[config.mk]
export PLATFORM = sky130hd
export DESIGN_NAME = sadc_conv_ctrl
export DESIGN_NICKNAME = d
export VERILOG_FILES = /design/src/rtl/sadc_pkg.sv /design/src/rtl/sadc_conv_ctrl.sv /design/src/rtl/sadc_sar_div.sv
export SDC_FILE = /design/constraint.sdc
export NUM_CORES = 1
export LEC_CHECK = 0
export BUFFER_PORTS_ARGS = -buffer_cell sky130_fd_sc_hd__buf_2
export CAP_MARGIN = 20
export CORE_MARGIN = 5
export CORE_UTILIZATION = 45
export DETAILED_ROUTE_END_ITERATION = 8
export GPL_TIMING_DRIVEN = 0
export HOLD_SLACK_MARGIN = 0.05
export PLACE_DENSITY = 0.71
export SYNTH_ARGS = -nofsm -noshare
export SYNTH_HDL_FRONTEND = slang
export SYNTH_SLANG_ARGS = --single-unit
[constraint.sdc]
create_clock -name clk -period 2.1 [get_ports clk]
set_input_delay 0.315 -clock clk [delete_from_list [all_inputs] [get_ports clk]]
set_output_delay 0.315 -clock clk [all_outputs]
set_load 0.02 [all_outputs]
[src/rtl/sadc_pkg.sv]
`default_nettype none
package sadc_pkg;

   // System clock and conversion rate ceiling
   localparam int CLK_HZ          = 100_000_000;
   localparam int MAX_RATE_SPS    = 100_000;
   localparam int MIN_CONV_CYCLES = CLK_HZ / MAX_RATE_SPS;
   localparam int RATE_CNT_W      = 10;
   localparam logic [RATE_CNT_W-1:0] RATE_LOAD = RATE_CNT_W'(MIN_CONV_CYCLES - 1);
   localparam logic [RATE_CNT_W-1:0] RATE_ZERO = '0;

   // Converter geometry
   localparam int RES_W      = 12;
   localparam int IDX_W      = 4;
   localparam int JUST_PAD_W = 16 - RES_W;
   localparam logic [IDX_W-1:0] IDX_MSB  = IDX_W'(RES_W - 1);
   localparam logic [IDX_W-1:0] IDX_LSB  = 4'h0;
   localparam logic [IDX_W-1:0] IDX_STEP = 4'h1;

   // Low-power tracking length in SAR clocks
   localparam int TRK_W = 2;
   localparam logic [TRK_W-1:0] LP_TRACK_LAST = TRK_W'(3 - 1);
   localparam logic [TRK_W-1:0] TRK_ZERO      = '0;
   localparam logic [TRK_W-1:0] TRK_STEP      = 2'h1;

   // Register addresses
   localparam logic [7:0] ADDR_HV_AMP = 8'hd6;
   localparam logic [7:0] ADDR_CFG    = 8'hbc;
   localparam logic [7:0] ADDR_CTRL   = 8'he8;
   localparam logic [7:0] ADDR_RES_HI = 8'hbf;
   localparam logic [7:0] ADDR_RES_LO = 8'hbe;

   // Amplifier control fields
   localparam int HV_EN_BIT   = 7;
   localparam int HV_GAIN_LSB = 0;
   localparam int HV_GAIN_W   = 4;
   localparam logic [7:0] HV_RST = 8'h00;

   // Configuration fields
   localparam int CFG_PER_LSB = 3;
   localparam int CFG_PER_W   = 5;
   localparam int CFG_PGA_LSB = 0;
   localparam int CFG_PGA_W   = 3;
   localparam logic [7:0] CFG_RST = 8'hf8;

   // Control fields
   localparam int CTRL_EN_BIT   = 7;
   localparam int CTRL_TM_BIT   = 6;
   localparam int CTRL_DONE_BIT = 5;
   localparam int CTRL_BUSY_BIT = 4;
   localparam int CTRL_MODE_LSB = 2;
   localparam int CTRL_WIN_BIT  = 1;
   localparam int CTRL_LJST_BIT = 0;
   localparam logic [7:0] CTRL_RST = 8'h00;

   typedef enum logic [1:0]
   {
      SADC_SM_BUSY = 2'b00,
      SADC_SM_TMR3 = 2'b01,
      SADC_SM_EXT  = 2'b10,
      SADC_SM_TMR2 = 2'b11
   } sadc_start_t;

   typedef enum logic [1:0]
   {
      SADC_ST_IDLE  = 2'b00,
      SADC_ST_TRACK = 2'b01,
      SADC_ST_CONV  = 2'b10
   } sadc_state_t;

endpackage
`default_nettype wire

[src/rtl/sadc_conv_ctrl.sv]
//Contract
// - Amplifier enable lives in bit 7 of amplifier control; 1 enables.
// - Low bits of amplifier control hold the gain-select code, code zero lowest.
// - Conversion starts are limited to 100 ksps at most.
// - SAR clock is the system clock divided by the clock-period field plus one; the divider ticks every period+1 system clocks.
// - Start mode picks busy write, timer 3 overflow, external rising edge, timer 2 overflow.
// - Busy reads 1 during a conversion and 0 once it completes.
// - Busy falling sets the done flag, bit 5, and requests an interrupt when enabled.
// - Result sits in high and low bytes, left or right justified per bit.
// - Tracking-mode 0 tracks the input whenever no conversion runs.
// - Tracking-mode 1 tracks 3 SAR clocks after each start before converting.
// - Low-power with external start tracks while input low, converts on rising edge.
// - Tracking is suspended while the chip is in standby or sleep.
`timescale 1ns/1ns
`default_nettype none
module sadc_conv_ctrl
   import sadc_pkg::*;
(
   input  wire logic                 clk,
   input  wire logic                 resetn,
   input  wire logic [7:0]           sfr_addr,
   input  wire logic                 sfr_wr_en,
   input  wire logic [7:0]           sfr_wr_data,
   output var  logic [7:0]           sfr_rd_data,
   input  wire logic                 timer2_ovf,
   input  wire logic                 timer3_ovf,
   input  wire logic                 ext_convert_start,
   input  wire logic                 chip_standby,
   input  wire logic                 sar_cmp_in,
   input  wire logic                 irq_enable,
   output var  logic                 hv_amp_enable,
   output var  logic [HV_GAIN_W-1:0] hv_amp_gain_code,
   output var  logic [CFG_PGA_W-1:0] pga_gain_code,
   output var  logic                 track_en,
   output var  logic [RES_W-1:0]     sar_trial_code,
   output var  logic                 conversion_busy,
   output var  logic                 conv_done_irq_req
);

   function automatic logic wr_hit(input logic en, input logic [7:0] addr, input logic [7:0] target);
      wr_hit = en && (addr == target);
   endfunction

   // Register fields
   logic                  amp_en_r,   amp_en_nxt;
   logic [HV_GAIN_W-1:0]  amp_gain_r, amp_gain_nxt;
   logic [CFG_PER_W-1:0]  period_r,   period_nxt;
   logic [CFG_PGA_W-1:0]  pga_r,      pga_nxt;
   logic                  conv_en_r,  conv_en_nxt;
   logic                  tm_r,       tm_nxt;
   logic                  done_r,     done_nxt;
   logic                  busy_r,     busy_nxt;
   sadc_start_t           mode_r,     mode_nxt;
   logic                  win_r,      win_nxt;
   logic                  ljst_r,     ljst_nxt;

   // Sequencer state
   sadc_state_t           state_r,    state_nxt;
   logic [TRK_W-1:0]      trk_cnt_r,  trk_cnt_nxt;
   logic [IDX_W-1:0]      idx_r,      idx_nxt;
   logic [RES_W-1:0]      trial_r,    trial_nxt;
   logic [RES_W-1:0]      result_r,   result_nxt;
   logic [RATE_CNT_W-1:0] rate_cnt_r, rate_cnt_nxt;
   logic [7:0]            rd_r,       rd_nxt;

   // External start synchroniser
   logic                  ext_meta_r;
   logic                  ext_sync_r;
   logic                  ext_prev_r;
   logic                  ext_rise;

   logic                  wr_amp;
   logic                  wr_cfg;
   logic                  wr_ctrl;
   logic                  sw_start;
   logic                  start_evt;
   logic                  accept;
   logic                  done_set;
   logic                  sar_tick;
   logic [15:0]           just_word;

   assign wr_amp  = wr_hit(sfr_wr_en, sfr_addr, ADDR_HV_AMP);
   assign wr_cfg  = wr_hit(sfr_wr_en, sfr_addr, ADDR_CFG);
   assign wr_ctrl = wr_hit(sfr_wr_en, sfr_addr, ADDR_CTRL);

   sadc_sar_div u_sar_div
   (
      .clk      (clk),
      .resetn   (resetn),
      .period   (period_r),
      .restart  (wr_cfg),
      .sar_tick (sar_tick)
   );

   always_ff @(posedge clk or negedge resetn)
   begin
      if (!resetn)
      begin
         // Reset high: a pin idling high must not look like a rise after reset
         ext_meta_r <= 1'b1;
         ext_sync_r <= 1'b1;
         ext_prev_r <= 1'b1;
      end
      else
      begin
         ext_meta_r <= ext_convert_start;
         ext_sync_r <= ext_meta_r;
         ext_prev_r <= ext_sync_r;
      end
   end

   assign ext_rise = ext_sync_r && !ext_prev_r;

   // Busy write only starts when both the current mode and the mode written alongside are software mode
   assign sw_start = wr_ctrl && sfr_wr_data[CTRL_BUSY_BIT]
                     && (sfr_wr_data[CTRL_MODE_LSB +: 2] == SADC_SM_BUSY);

   always_comb
   begin
      case (mode_r)
         SADC_SM_BUSY: start_evt = sw_start;
         SADC_SM_TMR3: start_evt = timer3_ovf;
         SADC_SM_EXT:  start_evt = ext_rise;
         SADC_SM_TMR2: start_evt = timer2_ovf;
         default:      start_evt = 1'b0;
      endcase
   end

   // Dropped starts are not queued: a source must retry after busy clears and the rate counter reaches zero
   assign accept = start_evt && conv_en_r && !busy_r && (rate_cnt_r == RATE_ZERO);

   assign just_word = ljst_r ? {result_r, {JUST_PAD_W{1'b0}}}
                             : {{JUST_PAD_W{1'b0}}, result_r};

   always_comb
   begin
      amp_en_nxt   = amp_en_r;
      amp_gain_nxt = amp_gain_r;
      period_nxt   = period_r;
      pga_nxt      = pga_r;
      conv_en_nxt  = conv_en_r;
      tm_nxt       = tm_r;
      busy_nxt     = busy_r;
      mode_nxt     = mode_r;
      win_nxt      = win_r;
      ljst_nxt     = ljst_r;
      state_nxt    = state_r;
      trk_cnt_nxt  = trk_cnt_r;
      idx_nxt      = idx_r;
      trial_nxt    = trial_r;
      result_nxt   = result_r;
      rate_cnt_nxt = rate_cnt_r;
      done_set     = 1'b0;

      if (rate_cnt_r != RATE_ZERO)
      begin
         rate_cnt_nxt = rate_cnt_r - RATE_CNT_W'(1);
      end

      if (wr_amp)
      begin
         amp_en_nxt   = sfr_wr_data[HV_EN_BIT];
         amp_gain_nxt = sfr_wr_data[HV_GAIN_LSB +: HV_GAIN_W];
      end
      if (wr_cfg)
      begin
         period_nxt = sfr_wr_data[CFG_PER_LSB +: CFG_PER_W];
         pga_nxt    = sfr_wr_data[CFG_PGA_LSB +: CFG_PGA_W];
      end
      if (wr_ctrl)
      begin
         conv_en_nxt = sfr_wr_data[CTRL_EN_BIT];
         tm_nxt      = sfr_wr_data[CTRL_TM_BIT];
         mode_nxt    = sadc_start_t'(sfr_wr_data[CTRL_MODE_LSB +: 2]);
         win_nxt     = sfr_wr_data[CTRL_WIN_BIT];
         ljst_nxt    = sfr_wr_data[CTRL_LJST_BIT];
      end

      case (state_r)
         SADC_ST_IDLE:
         begin
            if (accept)
            begin
               busy_nxt     = 1'b1;
               rate_cnt_nxt = RATE_LOAD;
               // External start already tracked while the pin was low
               if (tm_r && (mode_r != SADC_SM_EXT))
               begin
                  state_nxt   = SADC_ST_TRACK;
                  trk_cnt_nxt = TRK_ZERO;
               end
               else
               begin
                  state_nxt = SADC_ST_CONV;
                  idx_nxt   = IDX_MSB;
                  trial_nxt = '0;
                  trial_nxt[IDX_MSB] = 1'b1;
               end
            end
         end
         SADC_ST_TRACK:
         begin
            if (sar_tick)
            begin
               if (trk_cnt_r == LP_TRACK_LAST)
               begin
                  state_nxt = SADC_ST_CONV;
                  idx_nxt   = IDX_MSB;
                  trial_nxt = '0;
                  trial_nxt[IDX_MSB] = 1'b1;
               end
               else
               begin
                  trk_cnt_nxt = trk_cnt_r + TRK_STEP;
               end
            end
         end
         SADC_ST_CONV:
         begin
            if (sar_tick)
            begin
               trial_nxt[idx_r] = sar_cmp_in;
               if (idx_r == IDX_LSB)
               begin
                  result_nxt         = trial_r;
                  result_nxt[IDX_LSB] = sar_cmp_in;
                  busy_nxt           = 1'b0;
                  done_set           = 1'b1;
                  state_nxt          = SADC_ST_IDLE;
               end
               else
               begin
                  trial_nxt[idx_r - IDX_STEP] = 1'b1;
                  idx_nxt = idx_r - IDX_STEP;
               end
            end
         end
         default:
         begin
            state_nxt = SADC_ST_IDLE;
            busy_nxt  = 1'b0;
         end
      endcase

      // Completion beats a software clear in the same cycle
      if (done_set)
      begin
         done_nxt = 1'b1;
      end
      else if (wr_ctrl)
      begin
         done_nxt = sfr_wr_data[CTRL_DONE_BIT];
      end
      else
      begin
         done_nxt = done_r;
      end

      case (sfr_addr)
         ADDR_HV_AMP: rd_nxt = {amp_en_r, 3'h0, amp_gain_r};
         ADDR_CFG:    rd_nxt = {period_r, pga_r};
         ADDR_CTRL:   rd_nxt = {conv_en_r, tm_r, done_r, busy_r, mode_r, win_r, ljst_r};
         ADDR_RES_HI: rd_nxt = just_word[15:8];
         ADDR_RES_LO: rd_nxt = just_word[7:0];
         default:     rd_nxt = 8'h00;
      endcase
   end

   always_ff @(posedge clk or negedge resetn)
   begin
      if (!resetn)
      begin
         amp_en_r   <= HV_RST[HV_EN_BIT];
         amp_gain_r <= HV_RST[HV_GAIN_LSB +: HV_GAIN_W];
         period_r   <= CFG_RST[CFG_PER_LSB +: CFG_PER_W];
         pga_r      <= CFG_RST[CFG_PGA_LSB +: CFG_PGA_W];
         conv_en_r  <= CTRL_RST[CTRL_EN_BIT];
         tm_r       <= CTRL_RST[CTRL_TM_BIT];
         done_r     <= CTRL_RST[CTRL_DONE_BIT];
         busy_r     <= CTRL_RST[CTRL_BUSY_BIT];
         mode_r     <= SADC_SM_BUSY;
         win_r      <= CTRL_RST[CTRL_WIN_BIT];
         ljst_r     <= CTRL_RST[CTRL_LJST_BIT];
         state_r    <= SADC_ST_IDLE;
         trk_cnt_r  <= TRK_ZERO;
         idx_r      <= IDX_MSB;
         trial_r    <= '0;
         result_r   <= '0;
         rate_cnt_r <= RATE_ZERO;
         rd_r       <= 8'h00;
      end
      else
      begin
         amp_en_r   <= amp_en_nxt;
         amp_gain_r <= amp_gain_nxt;
         period_r   <= period_nxt;
         pga_r      <= pga_nxt;
         conv_en_r  <= conv_en_nxt;
         tm_r       <= tm_nxt;
         done_r     <= done_nxt;
         busy_r     <= busy_nxt;
         mode_r     <= mode_nxt;
         win_r      <= win_nxt;
         ljst_r     <= ljst_nxt;
         state_r    <= state_nxt;
         trk_cnt_r  <= trk_cnt_nxt;
         idx_r      <= idx_nxt;
         trial_r    <= trial_nxt;
         result_r   <= result_nxt;
         rate_cnt_r <= rate_cnt_nxt;
         rd_r       <= rd_nxt;
      end
   end

   // Tracking switch; standby overrides every mode
   always_comb
   begin
      if (chip_standby)
      begin
         track_en = 1'b0;
      end
      else if (!tm_r)
      begin
         track_en = !busy_r;
      end
      else if (mode_r == SADC_SM_EXT)
      begin
         track_en = !busy_r && !ext_sync_r;
      end
      else
      begin
         track_en = (state_r == SADC_ST_TRACK);
      end
   end

   assign sfr_rd_data       = rd_r;
   assign hv_amp_enable     = amp_en_r;
   assign hv_amp_gain_code  = amp_gain_r;
   assign pga_gain_code     = pga_r;
   assign sar_trial_code    = trial_r;
   assign conversion_busy   = busy_r;
   assign conv_done_irq_req = done_r && irq_enable;

endmodule
`default_nettype wire

[src/rtl/sadc_sar_div.sv]
`timescale 1ns/1ns
`default_nettype none
module sadc_sar_div
   import sadc_pkg::*;
(
   input  wire logic                 clk,
   input  wire logic                 resetn,
   input  wire logic [CFG_PER_W-1:0] period,
   input  wire logic                 restart,
   output var  logic                 sar_tick
);

   logic [CFG_PER_W-1:0] cnt_r;
   logic [CFG_PER_W-1:0] cnt_nxt;
   logic                 tick_r;
   logic                 tick_nxt;

   // One tick every period+1 system clocks; restart realigns the phase
   always_comb
   begin
      cnt_nxt  = cnt_r + CFG_PER_W'(1);
      tick_nxt = 1'b0;
      if (restart)
      begin
         cnt_nxt = '0;
      end
      else if (cnt_r >= period)
      begin
         cnt_nxt  = '0;
         tick_nxt = 1'b1;
      end
   end

   always_ff @(posedge clk or negedge resetn)
   begin
      if (!resetn)
      begin
         cnt_r  <= '0;
         tick_r <= 1'b0;
      end
      else
      begin
         cnt_r  <= cnt_nxt;
         tick_r <= tick_nxt;
      end
   end

   assign sar_tick = tick_r;

endmodule
`default_nettype wire

# Word-level counts from Yosys, hierarchy flattened
# Cells that the tools add are included.
[totals] inputBits=25 wordCells=140 mem_count=0 ram_bits=0 output_inout_bits=31 mem_bits_ro=0 register_bits=80 latch_bits=0
[op_classes] shift=0 eq_ne=21 n_div=0 n_mul=0 bitwise=2 n_reduce_logical=32 magnitude_cmp=5 n_mux=53 addsub=4
[ops] operator="$mux W12" n=6
[ops] operator="$eq A8 B8 Y1 const B" n=5
[ops] operator="$pmux W8 S5" n=1
[ops] operator="$pmux W12 S3" n=1
[ops] operator="$mux W10" n=3
[ops] operator="$mux W4" n=6
[ops] operator="$mux W2" n=10
[ops] operator="$mux W16" n=1
[ops] operator="$ne A2 B2 Y1 const B" n=8
[ops] operator="$mux W1" n=15
[ops] operator="$logic_and A1 B1 Y1" n=14
[ops] operator="$bwmux W12" n=1
[ops] operator="$or A12 B12 Y12" n=1
[ops] operator="$pmux W4 S3" n=1
[ops] operator="$logic_not A10 Y1" n=1
[ops] operator="$lt A4 B5 Y1 const B" n=2
[ops] operator="$mux W5" n=2
[ops] operator="$reduce_and A5 Y1" n=2
[ops] operator="$reduce_bool A10 Y1" n=1
[ops] operator="$sub A10 B1 Y10 const B" n=1
[ops] operator="$demux W1 S4" n=2
[ops] operator="$eq A2 B2 Y1 const B" n=4
[ops] operator="$ge A4 B1 Y1 const B" n=2
[ops] operator="$reduce_and A7 Y1" n=1
[ops] operator="19 further kinds" n=26

# Logic depth before layout (Yosys ltp)
[logic_depth] word_depth=10 depth_mapped=9 depth_no_buf=7

# Cells and area by module
# Synthesis repeated with hierarchy kept, for this count alone.
[hier_totals] hier_cells=424 area_unflattened_um2=4230.3
[by_module_without_submodules] module="sadc_conv_ctrl" area_per_inst_um2=3873.7 cells_each=390 instances=1 seq_area_each_um2=1865.5
[by_module_without_submodules] module="sadc_sar_div" area_per_inst_um2=356.6 cells_each=34 instances=1 seq_area_each_um2=150.1

# Worst setup path after synthesis
# No wires, ideal clock.
[synth_timing] path_kind="reg-to-reg" from="reg rate_cnt_r[0]" to="reg trial_r[10] (netlist: sar_trial_code[10])" stages_incl_launch_ff=10 path_slack_ps=-114 path_buffers=2 arrival_time_ps=2093 setup_time_ps=121 synth_period_minus_slack_ps=2214 cell_sequence="dfrtp_1 -> inv_1 -> ha_1 -> or3b_1 -> buf_2 -> nor4_4 -> or2b_4 -> nand3_4 -> buf_6 -> a22o_1"
[synth_between] elab_chain_cells=4
[synth_rtl] item="start: declaration" line_no="sadc_conv_ctrl.sv:63" source="logic [RATE_CNT_W-1:0] rate_cnt_r, rate_cnt_nxt;"
[synth_rtl] item="start signal: assignment" line_no="sadc_conv_ctrl.sv:310" source="rate_cnt_r <= rate_cnt_nxt;"
[synth_rtl] item="$logic_not A10 Y1" line_no="sadc_conv_ctrl.sv:130" source="assign accept = start_evt && conv_en_r && !busy_r && (rate_cnt_r == RATE_ZERO);"
[synth_rtl] item="$logic_and A1 B1 Y1" line_no="sadc_conv_ctrl.sv:130"
[synth_rtl] item="$ne A2 B2 Y1 (no source line)"
[synth_rtl] item="$reduce_and A6 Y1 (no source line)"
[synth_rtl] item="end signal: assignment" line_no="sadc_conv_ctrl.sv:308" source="trial_r <= trial_nxt;"
[synth_rtl] item="end: declaration" line_no="sadc_conv_ctrl.sv:61" source="logic [RES_W-1:0] trial_r, trial_nxt;"
# No other way between the ends.
# A chain may end at the register's enable or synchronous reset.

# Worst setup path in the final report
[layout_timing] from="reg rate_cnt_r[0]" to="reg trk_cnt_r[1]"
[layout_between] elab_chain_cells=4
[layout_rtl] item="$logic_not A10 Y1" line_no="sadc_conv_ctrl.sv:130"
[layout_rtl] item="$logic_and A1 B1 Y1" line_no="sadc_conv_ctrl.sv:130"
[layout_rtl] item="$ne A2 B2 Y1 (no source line)"
[layout_rtl] item="$reduce_and A5 Y1 (no source line)"
[layout_rtl] item="end signal: assignment" line_no="sadc_conv_ctrl.sv:306" source="trk_cnt_r <= trk_cnt_nxt;"
[layout_rtl] item="end: declaration" line_no="sadc_conv_ctrl.sv:59" source="logic [TRK_W-1:0] trk_cnt_r, trk_cnt_nxt;"
# No other way between the ends.

==> impl_summary.txt <==
----------------------------------------------------
[Run status]
  Outcome ... complete, but fails checks
  Failing checks ... setup timing

[Pwr]
  Internal portion of total power ... 2.30 mW
  Power Total ... 3.08 mW
  Total power divided by cell area ... 587 nW/µm²
  Leakage power ... 2.50 nW
  Share of total power in the clock network ... 39.3%
  Combinational fraction of design power ... 7.8%
  Portion of total power attributed to sequential cells ... 52.9%
  Worst-case vdd ir drop ... 0.000298 V
  Switch share ... 25.2%
  NetSw ... 0.775 mW

[Worst setup path]
  Required time worst endpoint ... 2.34 ns
  CP Class ... register to register
  Data arrival time of the worst path ... 2.48 ns
  Crit-path cells ... inv_2 > ha_4 > or3b_4 > nor4_4 > or2b_4 > buf_6 > nand4b_1 > mux2_4
  Slowest stage cell, crit path ... sky130_fd_sc_hd__dfrtp_1
  Sort of element at the end of the critical path ... register
  Largest fanout of any net on the critical path ... 4
  Longest individual stage delay on the worst path ... 0.39 ns
  Startpoint type of the worst setup path ... register

[Worst hold path]
  Worst min path class ... primary input to register

[Clocking]
  Clk Latency, worst-skew pair ... 0.36 ns
  H-tree levels ... 3
  TritonCTS clock tree ... done
  Master cell of the clock root buffer ... sky130_fd_sc_hd__clkbuf_8
  Clock buffer count from CTS ... 9
  Sinks on the clock net ... 80
  Largest buffer count on any clock path ... 2
  Clock slew at the register clock pins of the worst setup and hold paths ... 0.09 ns

[Synth]
  Share of flip-flops with an asynchronous set or reset ... 100%
  Post-synth EDFFs ... 0
  Flip-flop and latch count after synthesis ... 80
  Area share of the largest cell type after synthesis ... 40.1%
  Mean Syn Cell Area ... 10.5 µm²
  Syn Inst Count ... 411
  Cell area after synthesis ... 4310 µm²
  Portion of the post-synthesis area used by sequential elements ... 46.8%
  Cell type with the largest total area after synthesis ... sky130_fd_sc_hd__dfrtp_1
  Top cells by area in the synthesized netlist ... sky130_fd_sc_hd__dfrtp_1, sky130_fd_sc_hd__mux2_2, sky130_fd_sc_hd__dfstp_2, sky130_fd_sc_hd__mux2i_1, sky130_fd_sc_hd__nand2_1
  Syn. warnings ... 0
  Post-Syn Nets ... 448
  Prevailing post-synth register cell ... sky130_fd_sc_hd__dfrtp_1
  Post-synth cell types ... 61
  Leading cell types by count after synthesis ... sky130_fd_sc_hd__dfrtp_1, sky130_fd_sc_hd__nand2_1, sky130_fd_sc_hd__mux2_2
  Most numerous cell in the Yosys netlist ... sky130_fd_sc_hd__dfrtp_1

[Floorplanning]
  Starting density of the core ... 46.4%
  IO Count ... 56
  Die Span Y ... 108 µm
  Placeable Area ... 9280 µm²
  Rows ... 35
  Horizontal die dimension ... 108 µm
  DIE AREA ... 11600 µm²

[Timing]
  Final Cycle Share ... 106%
  Final setup violation count ... 17
  Clock period minus final worst setup slack ... 2.24 ns
  Final hold vios ... 0
  Clock tree skew after final layout ... 0.0105 ns
  Slew at the pin with the worst max-slew slack ... 0.674 ns
  Setup Total Neg Slack ... -1.20 ns
  Worst max-slew margin expressed relative to the limit ... 54.9%
  Highest achievable clock rate ... 447 MHz
  Final Max Slew Viols ... 0
  Setup slack after layout ... -0.135 ns
  Unrepaired setup endpoints after global routing ... true
  WHS ... 0.211 ns

[Routing]
  Routed Antenna Nets ... 0
  Routed wirelength normalized by instance count ... 16.6 µm
  Avg Vias per Cell ... 5.52
  First-pass detailed-route iteration total ... 6
  Number of DRC violations after detailed routing ... 0
  Via total after detailed routing ... 3458
  DR iter-0 viols ... 233
  WL final ... 10.4 mm

[Finish]
  Fill cell instance count of the final layout ... 826
  Share of cells above drive strength 1 ... 35.2%
  Nets ... 529
  Ant diodes ... 0
  Area added between synthesis and finish ... 21.8%

[Run]
  Number of violations of the max-capacitance limit ... 0

[Placed design]
  Final weighted congestion in routability-driven placement ... 0.918
  Number of buffer cells added on primary ports ... 54
  DP HPWL ... 7.32 mm

[Global route]
  Antenna violations before repair ... 0
  Overflow left after global routing ... 0
  Global-route wire length before repair ... 17.2 mm
  Number of global-route vias before repair ... 3383
  Largest net degree at the start of global routing ... 52
  Overall fraction of global-route tracks in use ... 18.6%

----------------------------------------------------
-- cell type report --
cell class / count / area, µm² / share of cell area, %
flip-flops and latches: 80 / 2020 / 38.5
clock inverters: 5 / 63.8 / 1.22
multi-input cells: 296 / 2240 / 42.8
plain buffers: 12 / 63.8 / 1.22
repair buffers: 72 / 464 / 8.85
inverters: 21 / 78.8 / 1.50
clock buffers: 11 / 151 / 2.89
well taps: 129 / 161 / 3.08
-- through the flow --
stage | worst slack (ns) | instances | utilization, % | cell area [µm²]
after global routing | -0.230 | 626 | 56.5 | 5250
final | -0.135 | 626 | 56.5 | 5250
after detailed placement | -0.358 | 595 | 51.4 | 4770
after CTS | -0.0927 | 622 | 55.7 | 5170
after floorplan | 0.0356 | 411 | - | 4310
after global placement | -0.339 | 594 | 51.1 | 4740
-- placed cells by master (no fill, tap or decap), drive strengths merged, types with 5 or more instances in the layout --
cell type	n
inv	22
nand3	16
nor3	10
clkbuf	18
dfstp	11
ha	12
buf	75
o21ai	20
and2	5
a22oi	5
nor2	30
mux2i	18
mux2	38
a22o	7
nand2	41
dfrtp	69
xnor2	7
nor4	5
a21oi	17
nand4	5
-- worst paths after layout --
kind	from	end	slack (ns)	depth (start not counted)
min in group asynchronous	resetn	pga_gain_code[2]	0.43	2
worst max register to register	rate_cnt_r[0]	trk_cnt_r[1]	-0.14	8
worst min register to register	ext_meta_r	ext_sync_r	0.36	0
worst min-delay path	sfr_wr_data[1]	hv_amp_gain_code[1]	0.21	2
worst max-delay path	rate_cnt_r[0]	trk_cnt_r[1]	-0.14	8
max in group asynchronous	resetn	idx_r[1]	1.01	3
-- flip-flops by register name (all words and copies together) (netlist names), 2 cells and up --
name              cells
pga_gain_code         3
state_r               2
mode_r                2
u_sar_div.cnt_r       5
period_r              5
trk_cnt_r             2
hv_amp_gain_code      4
sfr_rd_data           8
rate_cnt_r           10
idx_r                 4
sar_trial_code       12
result_r             12
-- critical path: cells and delay by family (launching register included) --
kind                     cells  cell delay [ns]
adder cells (fa/ha/maj)      1             0.13
flip-flops                   1             0.39
multiplexers                 1             0.33
buffers and inverters        2             0.18
AND/OR/NAND/NOR              4             1.07
-- power by group through the flow --
stage	clock network [mW]	registers (mW)	logic (mW)
4_1_cts	1.25	1.63	0.244
2_1_floorplan	0	1.65	0.124
3_3_place_gp	0	1.66	0.223
3_5_place_dp	0	1.66	0.238
6_report	1.21	1.63	0.242
5_1_grt	1.31	1.64	0.274
-- cells by family after synthesis --
group | synth area share, %
buf+inv | 3.37
simple gates | 16.8
xor+xnor | 2.03
compound gates | 13.3
mux | 14.1
fa+ha+maj | 3.49
flops | 46.8
-- routing by layer --
metal  vias to the layer above  GRT usage [%]  part of all wire (%)
li1                       1653              -                     -
met1                      1706           24.8                    45
met2                        88           30.3                    49
met3                        11           3.90                   4.8
met4                         0           5.68                  0.85
met5                         -              0                     0
-- timing repair --
action / in CTS / in global routing
gates resized for setup: 17 / 15
endpoints found under the hold margin: 25 / 0
buffers inserted: 9 / 5
hold buffers: 2 / 0
pin swaps: 1 / 13
cloned: 1 / 0
setup endpoints to repair: 35 / 37
Note: power is estimated with default switching activity, not from simulation.
